**src/design/sfd_map.svh**
```systemverilog
// sfd_map.svh: offsets, field positions, reset values and codes of the
// ddr read block.
// assumes: included by bare name from the package file only.
`ifndef SFD_MAP_SVH
`define SFD_MAP_SVH

// ----------------------------------------------------------------------
// register byte offsets
// ----------------------------------------------------------------------
`define SFD_OFF_CTRL        4'h0
`define SFD_OFF_DUMMY       4'h4
`define SFD_OFF_STAT        4'h8
`define SFD_OFF_ADDR        4'hc

// ----------------------------------------------------------------------
// field positions and reset values
// ----------------------------------------------------------------------
`define SFD_CTRL_QPI_BIT    0
`define SFD_CTRL_QE_BIT     1
`define SFD_CTRL_RST        2'h0
`define SFD_DUM_SGL_LSB     0
`define SFD_DUM_DUAL_LSB    4
`define SFD_DUM_QUAD_LSB    8
`define SFD_DUMMY_RST       12'h648
`define SFD_PINS_RST        6'h10

// ----------------------------------------------------------------------
// opcodes and mode nibble
// ----------------------------------------------------------------------
`define SFD_OP_SGL          8'h0d
`define SFD_OP_DUAL         8'hbd
`define SFD_OP_QUAD         8'hed
`define SFD_MODE_CONT       4'ha

// ----------------------------------------------------------------------
// phase lengths, last index: command in sck rises, address in sck edges
// ----------------------------------------------------------------------
`define SFD_CMD_LAST_SPI    5'h07
`define SFD_CMD_LAST_QPI    5'h01
`define SFD_ADDR_LAST_SGL   5'h17
`define SFD_ADDR_LAST_DUAL  5'h0b
`define SFD_ADDR_LAST_QUAD  5'h05

`endif

```
**src/design/sfd_pkg.sv**
```systemverilog
// sfd_pkg.sv: types shared by the ddr read block.
// assumes: sfd_map.svh is on the include path.
`include "sfd_map.svh"

package sfd_pkg;

	// pins sampled from the host side
	typedef struct packed {
		logic       sck;
		logic       cs_n;
		logic [3:0] io;
	} sfd_pins_t;

	// transaction phases, gray along the usual path
	typedef enum logic [2:0] {
		ST_IDLE   = 3'h0,
		ST_CMD    = 3'h1,
		ST_ADDR   = 3'h3,
		ST_DUMMY  = 3'h2,
		ST_DATA   = 3'h6,
		ST_IGNORE = 3'h7
	} sfd_state_t;

	// read variant; bit 1 set means four lines wide
	typedef enum logic [1:0] {
		KIND_SGL     = 2'h0,
		KIND_DUAL    = 2'h1,
		KIND_QUAD    = 2'h2,
		KIND_QPI_SGL = 2'h3
	} sfd_kind_t;

endpackage

```
**src/design/sfd_pin_sync.sv**
```systemverilog
// sfd_pin_sync.sv: two-flop synchroniser for the host pins plus sck edges.
// assumes: pins are asynchronous to i_clk_sys; sck well below half its rate.
`timescale 1ns/1ps

module sfd_pin_sync
	import sfd_pkg::*;
(
	// clock and reset
	input  wire logic      i_clk_sys,
	input  wire logic      i_resetn,
	// raw pins
	input  wire sfd_pins_t i_pins,
	// synchronised pins and sck edges
	output sfd_pins_t      o_pins,
	output logic           o_sck_rise,
	output logic           o_sck_fall
);

	sfd_pins_t meta_ff;
	sfd_pins_t sync_ff;
	logic      sck_prev_ff;

	// ------------------------------------------------------------------
	// two stages, then one more for sck edges
	// ------------------------------------------------------------------
	always_ff @(posedge i_clk_sys or negedge i_resetn) begin
		if (!i_resetn) begin
			meta_ff     <= `SFD_PINS_RST;
			sync_ff     <= `SFD_PINS_RST;
			sck_prev_ff <= 1'b0;
		end else begin
			meta_ff     <= i_pins;
			sync_ff     <= meta_ff;
			sck_prev_ff <= sync_ff.sck;
		end
	end

	assign o_pins     = sync_ff;
	assign o_sck_rise = sync_ff.sck & ~sck_prev_ff;
	assign o_sck_fall = ~sync_ff.sck & sck_prev_ff;

endmodule

```
**src/design/sfd_ddr_read.sv**
```systemverilog
// sfd_ddr_read.sv: double-rate read path of the serial flash, single,
// dual and quad lines, one- and four-bit command modes, continuous read on dual and quad reads.
// assumes: host pins are asynchronous; array read port answers in the
// same cycle; busy flag comes from the program/erase engine on i_clk_sys.
`timescale 1ns/1ps

module sfd_ddr_read
	import sfd_pkg::*;
(
	// clock and reset
	input  wire logic        i_clk_sys,
	input  wire logic        i_resetn,
	// avalon-mm slave
	input  wire logic [3:0]  i_avs_address,
	input  wire logic        i_avs_read,
	input  wire logic        i_avs_write,
	input  wire logic [31:0] i_avs_writedata,
	input  wire logic [3:0]  i_avs_byteenable,
	output logic [31:0]      o_avs_readdata,
	output logic             o_avs_waitrequest,
	// flash pins
	input  wire logic        i_sck,
	input  wire logic        i_cs_n,
	input  wire logic [3:0]  i_io,
	output logic [3:0]       o_io,
	output logic [3:0]       o_io_oe,
	// array and engine
	input  wire logic        i_busy_flag,
	output logic [23:0]      o_mem_addr,
	input  wire logic [7:0]  i_mem_rdata,
	output logic             o_continuous_read_mode
);

	// ------------------------------------------------------------------
	// decoding helpers
	// ------------------------------------------------------------------
	function automatic logic [4:0] addr_last(input sfd_kind_t k);
		if (k == KIND_SGL)
			return `SFD_ADDR_LAST_SGL;
		else if (k == KIND_DUAL)
			return `SFD_ADDR_LAST_DUAL;
		else
			return `SFD_ADDR_LAST_QUAD;
	endfunction

	function automatic logic [4:0] chunk_last(input sfd_kind_t k);
		if (k == KIND_SGL)
			return 5'h07;
		else if (k == KIND_DUAL)
			return 5'h03;
		else
			return 5'h01;
	endfunction

	// shift in one edge worth of bits at the width of the read
	function automatic logic [23:0] shift_in(input logic [23:0] v,
	                                        input sfd_kind_t k,
	                                        input logic [3:0] io);
		if (k == KIND_SGL)
			return {v[22:0], io[0]};
		else if (k == KIND_DUAL)
			return {v[21:0], io[1:0]};
		else
			return {v[19:0], io};
	endfunction

	// decoded opcode: bit 2 valid, bits 1:0 kind
	function automatic logic [2:0] op_decode(input logic [7:0] op,
	                                        input logic four_bit_command_mode,
	                                        input logic qe);
		if (four_bit_command_mode && op == `SFD_OP_SGL)
			return {1'b1, KIND_QPI_SGL};
		else if (four_bit_command_mode && op == `SFD_OP_QUAD)
			return {1'b1, KIND_QUAD};
		else if (!four_bit_command_mode && op == `SFD_OP_SGL)
			return {1'b1, KIND_SGL};
		else if (!four_bit_command_mode && op == `SFD_OP_DUAL)
			return {1'b1, KIND_DUAL};
		else if (!four_bit_command_mode && op == `SFD_OP_QUAD && qe)
			return {1'b1, KIND_QUAD};
		else
			return 3'h0;
	endfunction

	// ------------------------------------------------------------------
	// declarations
	// ------------------------------------------------------------------
	sfd_pins_t   raw_pins;
	sfd_pins_t   pin;
	logic        sck_rise;
	logic        sck_fall;
	logic        sck_edge;
	sfd_state_t  state_ff;
	sfd_state_t  nxt_state;
	logic [4:0]  cnt_ff;
	logic [4:0]  nxt_cnt;
	sfd_kind_t   kind_ff;
	sfd_kind_t   nxt_kind;
	logic [7:0]  cmd_sh_ff;
	logic [7:0]  op_now;
	logic [2:0]  op_dec;
	logic [4:0]  cmd_end;
	logic [23:0] mode_shift;
	logic [23:0] addr_ff;
	logic [7:0]  mode_ff;
	logic [7:0]  nxt_mode;
	logic [7:0]  sh_ff;
	logic [7:0]  nxt_sh;
	logic        start_data;
	logic        byte_step;
	logic        cont_ff;
	logic [3:0]  io_ff;
	logic [3:0]  oe_ff;
	logic [3:0]  dummy_sel;
	logic [4:0]  dummy_last;
	logic [1:0]  ctrl_ff;
	logic [11:0] dummy_ff;
	logic        ack_ff;
	logic [31:0] rdata_ff;
	logic        avs_req;

	// ------------------------------------------------------------------
	// pin synchroniser
	// ------------------------------------------------------------------
	assign raw_pins = '{sck: i_sck, cs_n: i_cs_n, io: i_io};

	sfd_pin_sync u_sync (
		.i_clk_sys  (i_clk_sys),
		.i_resetn   (i_resetn),
		.i_pins     (raw_pins),
		.o_pins     (pin),
		.o_sck_rise (sck_rise),
		.o_sck_fall (sck_fall)
	);

	assign sck_edge = sck_rise | sck_fall;

	// ------------------------------------------------------------------
	// phase control
	// ------------------------------------------------------------------
	assign op_now = ctrl_ff[`SFD_CTRL_QPI_BIT] ? {cmd_sh_ff[3:0], pin.io}
	                                           : {cmd_sh_ff[6:0], pin.io[0]};
	assign op_dec = op_decode(cmd_sh_ff, ctrl_ff[`SFD_CTRL_QPI_BIT],
	                          ctrl_ff[`SFD_CTRL_QE_BIT]);
	// rise count at which the opcode is complete
	assign cmd_end = (ctrl_ff[`SFD_CTRL_QPI_BIT] ? `SFD_CMD_LAST_QPI : `SFD_CMD_LAST_SPI)
	                 + 5'h01;

	always_comb begin
		if (kind_ff == KIND_SGL)
			dummy_sel = dummy_ff[`SFD_DUM_SGL_LSB +: 4];
		else if (kind_ff == KIND_DUAL)
			dummy_sel = dummy_ff[`SFD_DUM_DUAL_LSB +: 4];
		else
			dummy_sel = dummy_ff[`SFD_DUM_QUAD_LSB +: 4];
		// two edges per dummy clock; zero is taken as one
		if (dummy_sel == 4'h0)
			dummy_last = 5'h01;
		else
			dummy_last = {dummy_sel, 1'b0} - 5'h01;
	end

	always_comb begin
		nxt_state  = state_ff;
		nxt_cnt    = cnt_ff;
		nxt_kind   = kind_ff;
		start_data = 1'b0;
		byte_step  = 1'b0;
		if (pin.cs_n) begin
			nxt_state = ST_IDLE;
			nxt_cnt   = 5'h00;
		end else begin
			case (state_ff)
				ST_IDLE: begin
					nxt_cnt = 5'h00;
					if (cont_ff && i_busy_flag)
						nxt_state = ST_IGNORE;
					else if (cont_ff)
						nxt_state = ST_ADDR;
					else
						nxt_state = ST_CMD;
				end
				ST_CMD: begin
					// decode on the fall closing the last opcode clock
					if (sck_rise) begin
						nxt_cnt = cnt_ff + 5'h01;
					end else if (sck_fall && cnt_ff == cmd_end) begin
						nxt_cnt = 5'h00;
						if (!op_dec[2] || i_busy_flag) begin
							nxt_state = ST_IGNORE;
						end else begin
							nxt_state = ST_ADDR;
							nxt_kind  = sfd_kind_t'(op_dec[1:0]);
						end
					end
				end
				ST_ADDR: begin
					if (sck_edge) begin
						nxt_cnt = cnt_ff + 5'h01;
						if (cnt_ff == addr_last(kind_ff)) begin
							nxt_state = ST_DUMMY;
							nxt_cnt   = 5'h00;
						end
					end
				end
				ST_DUMMY: begin
					if (sck_edge) begin
						nxt_cnt = cnt_ff + 5'h01;
						if (cnt_ff == dummy_last) begin
							nxt_state  = ST_DATA;
							nxt_cnt    = 5'h00;
							start_data = 1'b1;
						end
					end
				end
				ST_DATA: begin
					if (sck_edge) begin
						nxt_cnt = cnt_ff + 5'h01;
						if (cnt_ff == chunk_last(kind_ff)) begin
							nxt_cnt   = 5'h00;
							byte_step = 1'b1;
						end
					end
				end
				default: begin
					nxt_state = ST_IGNORE;
				end
			endcase
		end
	end

	always_ff @(posedge i_clk_sys or negedge i_resetn) begin
		if (!i_resetn) begin
			state_ff <= ST_IDLE;
			cnt_ff   <= 5'h00;
			kind_ff  <= KIND_SGL;
		end else begin
			state_ff <= nxt_state;
			cnt_ff   <= nxt_cnt;
			kind_ff  <= nxt_kind;
		end
	end

	// ------------------------------------------------------------------
	// opcode shifter
	// ------------------------------------------------------------------
	always_ff @(posedge i_clk_sys or negedge i_resetn) begin
		if (!i_resetn)
			cmd_sh_ff <= 8'h00;
		else if (state_ff != ST_CMD)
			cmd_sh_ff <= 8'h00;
		else if (sck_rise)
			cmd_sh_ff <= op_now;
	end

	// ------------------------------------------------------------------
	// address capture and increment
	// ------------------------------------------------------------------
	always_ff @(posedge i_clk_sys or negedge i_resetn) begin
		if (!i_resetn)
			addr_ff <= 24'h000000;
		else if (state_ff == ST_ADDR && sck_edge)
			addr_ff <= shift_in(addr_ff, kind_ff, pin.io);
		else if (start_data || byte_step)
			addr_ff <= addr_ff + 24'h000001;
	end

	assign o_mem_addr = addr_ff;

	// ------------------------------------------------------------------
	// mode byte and continuous read
	// ------------------------------------------------------------------
	assign mode_shift = shift_in({16'h0000, mode_ff}, kind_ff, pin.io);

	always_comb begin
		nxt_mode = mode_ff;
		if (state_ff == ST_DUMMY && sck_edge && cnt_ff <= chunk_last(kind_ff))
			nxt_mode = mode_shift[7:0];
	end

	always_ff @(posedge i_clk_sys or negedge i_resetn) begin
		if (!i_resetn)
			mode_ff <= 8'h00;
		else if (state_ff == ST_ADDR)
			mode_ff <= 8'h00;
		else
			mode_ff <= nxt_mode;
	end

	always_ff @(posedge i_clk_sys or negedge i_resetn) begin
		if (!i_resetn)
			cont_ff <= 1'b0;
		else if (start_data)
			cont_ff <= (kind_ff == KIND_DUAL || kind_ff == KIND_QUAD) &&
			           nxt_mode[7:4] == `SFD_MODE_CONT;
	end

	assign o_continuous_read_mode = cont_ff;

	// ------------------------------------------------------------------
	// data shifter and pin drive
	// ------------------------------------------------------------------
	always_comb begin
		nxt_sh = sh_ff;
		if (start_data || byte_step)
			nxt_sh = i_mem_rdata;
		else if (state_ff == ST_DATA && sck_edge) begin
			if (kind_ff == KIND_SGL)
				nxt_sh = {sh_ff[6:0], 1'b0};
			else if (kind_ff == KIND_DUAL)
				nxt_sh = {sh_ff[5:0], 2'b00};
			else
				nxt_sh = {sh_ff[3:0], 4'h0};
		end
	end

	always_ff @(posedge i_clk_sys or negedge i_resetn) begin
		if (!i_resetn) begin
			sh_ff <= 8'h00;
			io_ff <= 4'h0;
			oe_ff <= 4'h0;
		end else begin
			sh_ff <= nxt_sh;
			if (kind_ff == KIND_SGL)
				io_ff <= {2'b00, nxt_sh[7], 1'b0};
			else if (kind_ff == KIND_DUAL)
				io_ff <= {2'b00, nxt_sh[7:6]};
			else
				io_ff <= nxt_sh[7:4];
			if (nxt_state != ST_DATA)
				oe_ff <= 4'h0;
			else if (kind_ff == KIND_SGL)
				oe_ff <= 4'h2;
			else if (kind_ff == KIND_DUAL)
				oe_ff <= 4'h3;
			else
				oe_ff <= 4'hf;
		end
	end

	assign o_io    = io_ff;
	assign o_io_oe = oe_ff;

	// ------------------------------------------------------------------
	// avalon-mm registers
	// ------------------------------------------------------------------
	assign avs_req           = i_avs_read | i_avs_write;
	assign o_avs_waitrequest = avs_req & ~ack_ff;
	assign o_avs_readdata    = rdata_ff;

	always_ff @(posedge i_clk_sys or negedge i_resetn) begin
		if (!i_resetn)
			ack_ff <= 1'b0;
		else
			ack_ff <= avs_req & ~ack_ff;
	end

	always_ff @(posedge i_clk_sys or negedge i_resetn) begin
		if (!i_resetn) begin
			ctrl_ff  <= `SFD_CTRL_RST;
			dummy_ff <= `SFD_DUMMY_RST;
		end else if (i_avs_write && ack_ff) begin
			if (i_avs_address == `SFD_OFF_CTRL && i_avs_byteenable[0])
				ctrl_ff <= i_avs_writedata[1:0];
			else if (i_avs_address == `SFD_OFF_DUMMY) begin
				if (i_avs_byteenable[0])
					dummy_ff[7:0] <= i_avs_writedata[7:0];
				if (i_avs_byteenable[1])
					dummy_ff[11:8] <= i_avs_writedata[11:8];
			end
		end
	end

	always_ff @(posedge i_clk_sys or negedge i_resetn) begin
		if (!i_resetn)
			rdata_ff <= 32'h00000000;
		else if (i_avs_read && !ack_ff) begin
			if (i_avs_address == `SFD_OFF_CTRL)
				rdata_ff <= {30'h00000000, ctrl_ff};
			else if (i_avs_address == `SFD_OFF_DUMMY)
				rdata_ff <= {20'h00000, dummy_ff};
			else if (i_avs_address == `SFD_OFF_STAT)
				rdata_ff <= {25'h0000000, state_ff, kind_ff, i_busy_flag, cont_ff};
			else if (i_avs_address == `SFD_OFF_ADDR)
				rdata_ff <= {8'h00, addr_ff};
			else
				rdata_ff <= 32'h00000000;
		end
	end

endmodule

```
**config.mk**
```make
export PLATFORM = sky130hd
export DESIGN_NAME = sfd_ddr_read
export DESIGN_NICKNAME = d
export VERILOG_FILES = /design/src/design/sfd_pkg.sv /design/src/design/sfd_pin_sync.sv /design/src/design/sfd_ddr_read.sv
export VERILOG_INCLUDE_DIRS = /design/src /design/src/design
export SDC_FILE = /design/constraint.sdc
export NUM_CORES = 1
export LEC_CHECK = 0
export BUFFER_PORTS_ARGS = -buffer_cell sky130_fd_sc_hd__buf_4
export CAP_MARGIN = 20
export CORE_UTILIZATION = 61
export DETAILED_ROUTE_END_ITERATION = 16
export PLACE_DENSITY = 0.9
export SETUP_SLACK_MARGIN = 0.1
export SKIP_CTS_REPAIR_TIMING = 1
export SKIP_LAST_GASP = 1
export SYNTH_ARGS = -nofsm -noshare
export SYNTH_HDL_FRONTEND = slang
export SYNTH_SLANG_ARGS = --single-unit
```
**constraint.sdc**
```tcl
create_clock -name i_clk_sys -period 8.2 [get_ports i_clk_sys]
set_input_delay 0.41 -clock i_clk_sys [delete_from_list [all_inputs] [get_ports i_clk_sys]]
set_output_delay 0.41 -clock i_clk_sys [all_outputs]
set_load 0.02 [all_outputs]
```
==> results.json <==
{
  "status": "finished, final reports clean",
  "power_density_nw_per_um2": 228,
  "drv_slew": 0,
  "cts_sinks": 118,
  "synth_area_leader_cell": "dfrtp_1",
  "clkTransAtPathRegs_ns": 0.05,
  "drive_above_1_share_pct": 22.0,
  "htreeDepth": 4,
  "portBuffers": 94,
  "syn-cell-area_um2": 7010,
  "synth_edf_count": 0,
  "max-clock-path-buffers": 2,
  "via_count": 6252,
  "multi_input_area_um2": 3710,
  "hold_viol": 0,
  "critPathArrivalTime_ns": 4.54,
  "numCtsBuffers": 17,
  "ys_seq_area_share_pct": 42.2,
  "ff_latch_area_um2": 2960,
  "leakage_uw": 0.00366,
  "dieArea_um2": 11900,
  "synth_cell_types": 71,
  "endpoint_kind": "register",
  "path_delay_family": "compound AO/OA/AOI/OAI gates",
  "grt_overflow": 0,
  "postSynthCellCount": 753,
  "maxCapViolations": 0,
  "yosys_register_bits": 118,
  "max_slew_margin_pct": 26.2,
  "drc_errors": 0,
  "antenna_found_initial": 0,
  "fp.dieH_um": 109,
  "tns_ns": 0,
  "synth_area_leaders": "dfrtp_1 40%, mux2i_1 10%, nand2_1 4.5%, mux2_2 4.0%, nor2_1 3.4%",
  "grtUsageTotal_pct": 32.0,
  "nets": 884,
  "critPathMaxStageDelay_ns": 0.90,
  "skew_ns": 0.00783,
  "crit_buf_inv": 1,
  "post-synth-top-count-cell": "dfrtp_1",
  "fin_crit_ns": 4.20,
  "yosysWarnings": 0,
  "synthFlopType": "dfrtp_1",
  "fill_cells": 729,
  "synthTopCellsByCount": "112 x dfrtp_1, 84 x nand2_1, 70 x mux2i_1",
  "drt_iter0_markers": 591,
  "place_congestion": 0.848,
  "postRouteAntennaNets": 0,
  "worst_pin_slew_ns": 1.11,
  "clk_latency_ns": 0.43,
  "crit_type": "register to register",
  "via_per_inst": 6.45,
  "crit_required_ns": 8.54,
  "vdd_drop_max_mv": 0.190,
  "grt_pass1_vias": 5980,
  "coreArea_um2": 11000,
  "period_share_pct": 51.2,
  "max_freq_ghz": 0.238,
  "hp-class": "input port to register",
  "diodes": 0,
  "rsz0062_at_grt": "no",
  "critPathLaunchType": "register",
  "rows": 38,
  "grt_pass1_wl_um": 29100,
  "final_util_pct": 75.6,
  "root_buffer": "clkbuf_16",
  "first_pass_iters": 5,
  "path_max_fanout": 17,
  "yosysTopAreaCellShare_pct": 40.0,
  "wl_per_cell_um": 18.5,
  "areaGrowthSynthToFinish_pct": 19.0,
  "avgSynthCellArea_um2": 9.31,
  "path_cells": "inv_1, ha_1, mux2_2, mux2i_2, a211oi_2, nor3_1, o22ai_1, o31a_1, or4_1, a31oi_1",
  "io_pins": 125,
  "wirelength_um": 17900,
  "start_util_pct": 63.6,
  "grt_max_degree": 89,
  "cts_tree": "yes",
  "async_reset_ff_share_pct": 100,
  "setup_viol": 0,
  "cpMaxStageDelayCell": "ha_1",
  "hpwlAfterDp_um": 11700,
  "dieWidth_um": 109
}
-- metal layers --
metal  vias to the layer above  part of all wire (%)  routed length, um  global-route usage (%)
li1                       2850                     -                  -                       -
met1                      3038                    41               7260                    38.0
met2                       306                    50               8900                    52.5
met3                        58                   7.0               1250                    9.03
met4                         0                   2.9                513                    17.4
met5                         -                     0                  0                       0
-- power breakdown --
group	internal (uW)	leakage (uW)	total (uW)	switching, uW
clock	500	0.000308	755	255
sequential	645	0.00145	751	106
combinational	171	0.00191	391	220
total	1320	0.00366	1900	582
-- metrics by stage --
stage	instances	area (um2)	total power, uW	worst slack (ns)	hold WS [ns]
after global placement	934	7670	1110	4.17	0.332
final	969	8340	1900	4.00	0.0928
after global routing	969	8340	1980	3.77	0.0760
after CTS	966	8290	1890	4.06	-0.106
after floorplan	760	7040	990	5.21	0.114
after detailed placement	934	7670	1130	4.05	0.338
-- placed cells by master, fill, tap and decap left out, types with 6 or more instances in the layout --
master and instances:
nand2b_1 7, nand2_1 84, nor3_1 20, nor2_1 64
and2_1 12, mux2i_1 70, o31ai_1 13, conb_1 8
a211oi_1 15, o21ai_0 43, clkbuf_16 17, buf_4 102
a31oi_1 13, dfstp_2 6, or3_1 6, a22o_1 19
inv_1 15, a22oi_1 8, clkbuf_8 7, nand3_1 14
a21oi_1 33, or4_1 7, ha_1 8, nor2b_1 9
dfrtp_1 112, mux2_2 25
-- path summary, 6_finish.rpt --
check | start | to | slack, ns | depth (start not counted)
max | kind_ff[1] | o_mem_addr[14] | 4.00 | 10
min | i_io[0] | u_sync.meta_ff[0] | 0.09 | 1
max reg2reg | kind_ff[1] | o_mem_addr[14] | 4.00 | 10
min reg2reg | u_sync.meta_ff[1] | u_sync.o_pins[1] | 0.34 | 0
max in group asynchronous | i_resetn | dummy_ff[10] | 6.61 | 4
min in group asynchronous | i_resetn | cmd_sh_ff[5] | 0.44 | 2
-- worst register-to-register path, stage by stage, from the launching register on --
cell and delay (ns):
dfrtp_1 0.42, inv_1 0.12, ha_1 0.90, mux2_2 0.46
mux2i_2 0.25, a211oi_2 0.12, nor3_1 0.32, o22ai_1 0.18
o31a_1 0.55, or4_1 0.60, a31oi_1 0.19
-- registers in the layout, summed over array words and instances (netlist names), 4 cells and up --
register        cells
sh_ff               8
o_avs_readdata     24
u_sync.meta_ff      6
dummy_ff           12
cnt_ff              5
cmd_sh_ff           8
o_io                4
o_mem_addr         24
mode_ff             8
u_sync.o_pins       6
-- cells by family (layout without fill, tap and decap cells) --
logic type	after synthesis	count (layout)	share of synthesized area, %
AOI/OAI and AO/OA	181	181	17.9
xor gates and xnor gates	4	4	0.500
adders and majority gates	9	9	1.61
buffers and inverters	85	154	5.30
DFF	118	118	42.2
muxes	98	98	14.6
other	1	8	0.0535
and+or+nand+nor	257	257	17.8
-- area by class of cell --
type / count / area share (%)
clock buffer: 24 / 6.26
clock inverter: 8 / 1.11
inverter: 17 / 0.765
multi-input combinational: 557 / 44.5
sequential: 118 / 35.5
tap: 140 / 2.10
timing repair buffer: 105 / 9.81
Note: power is estimated with default switching activity, not from simulation.
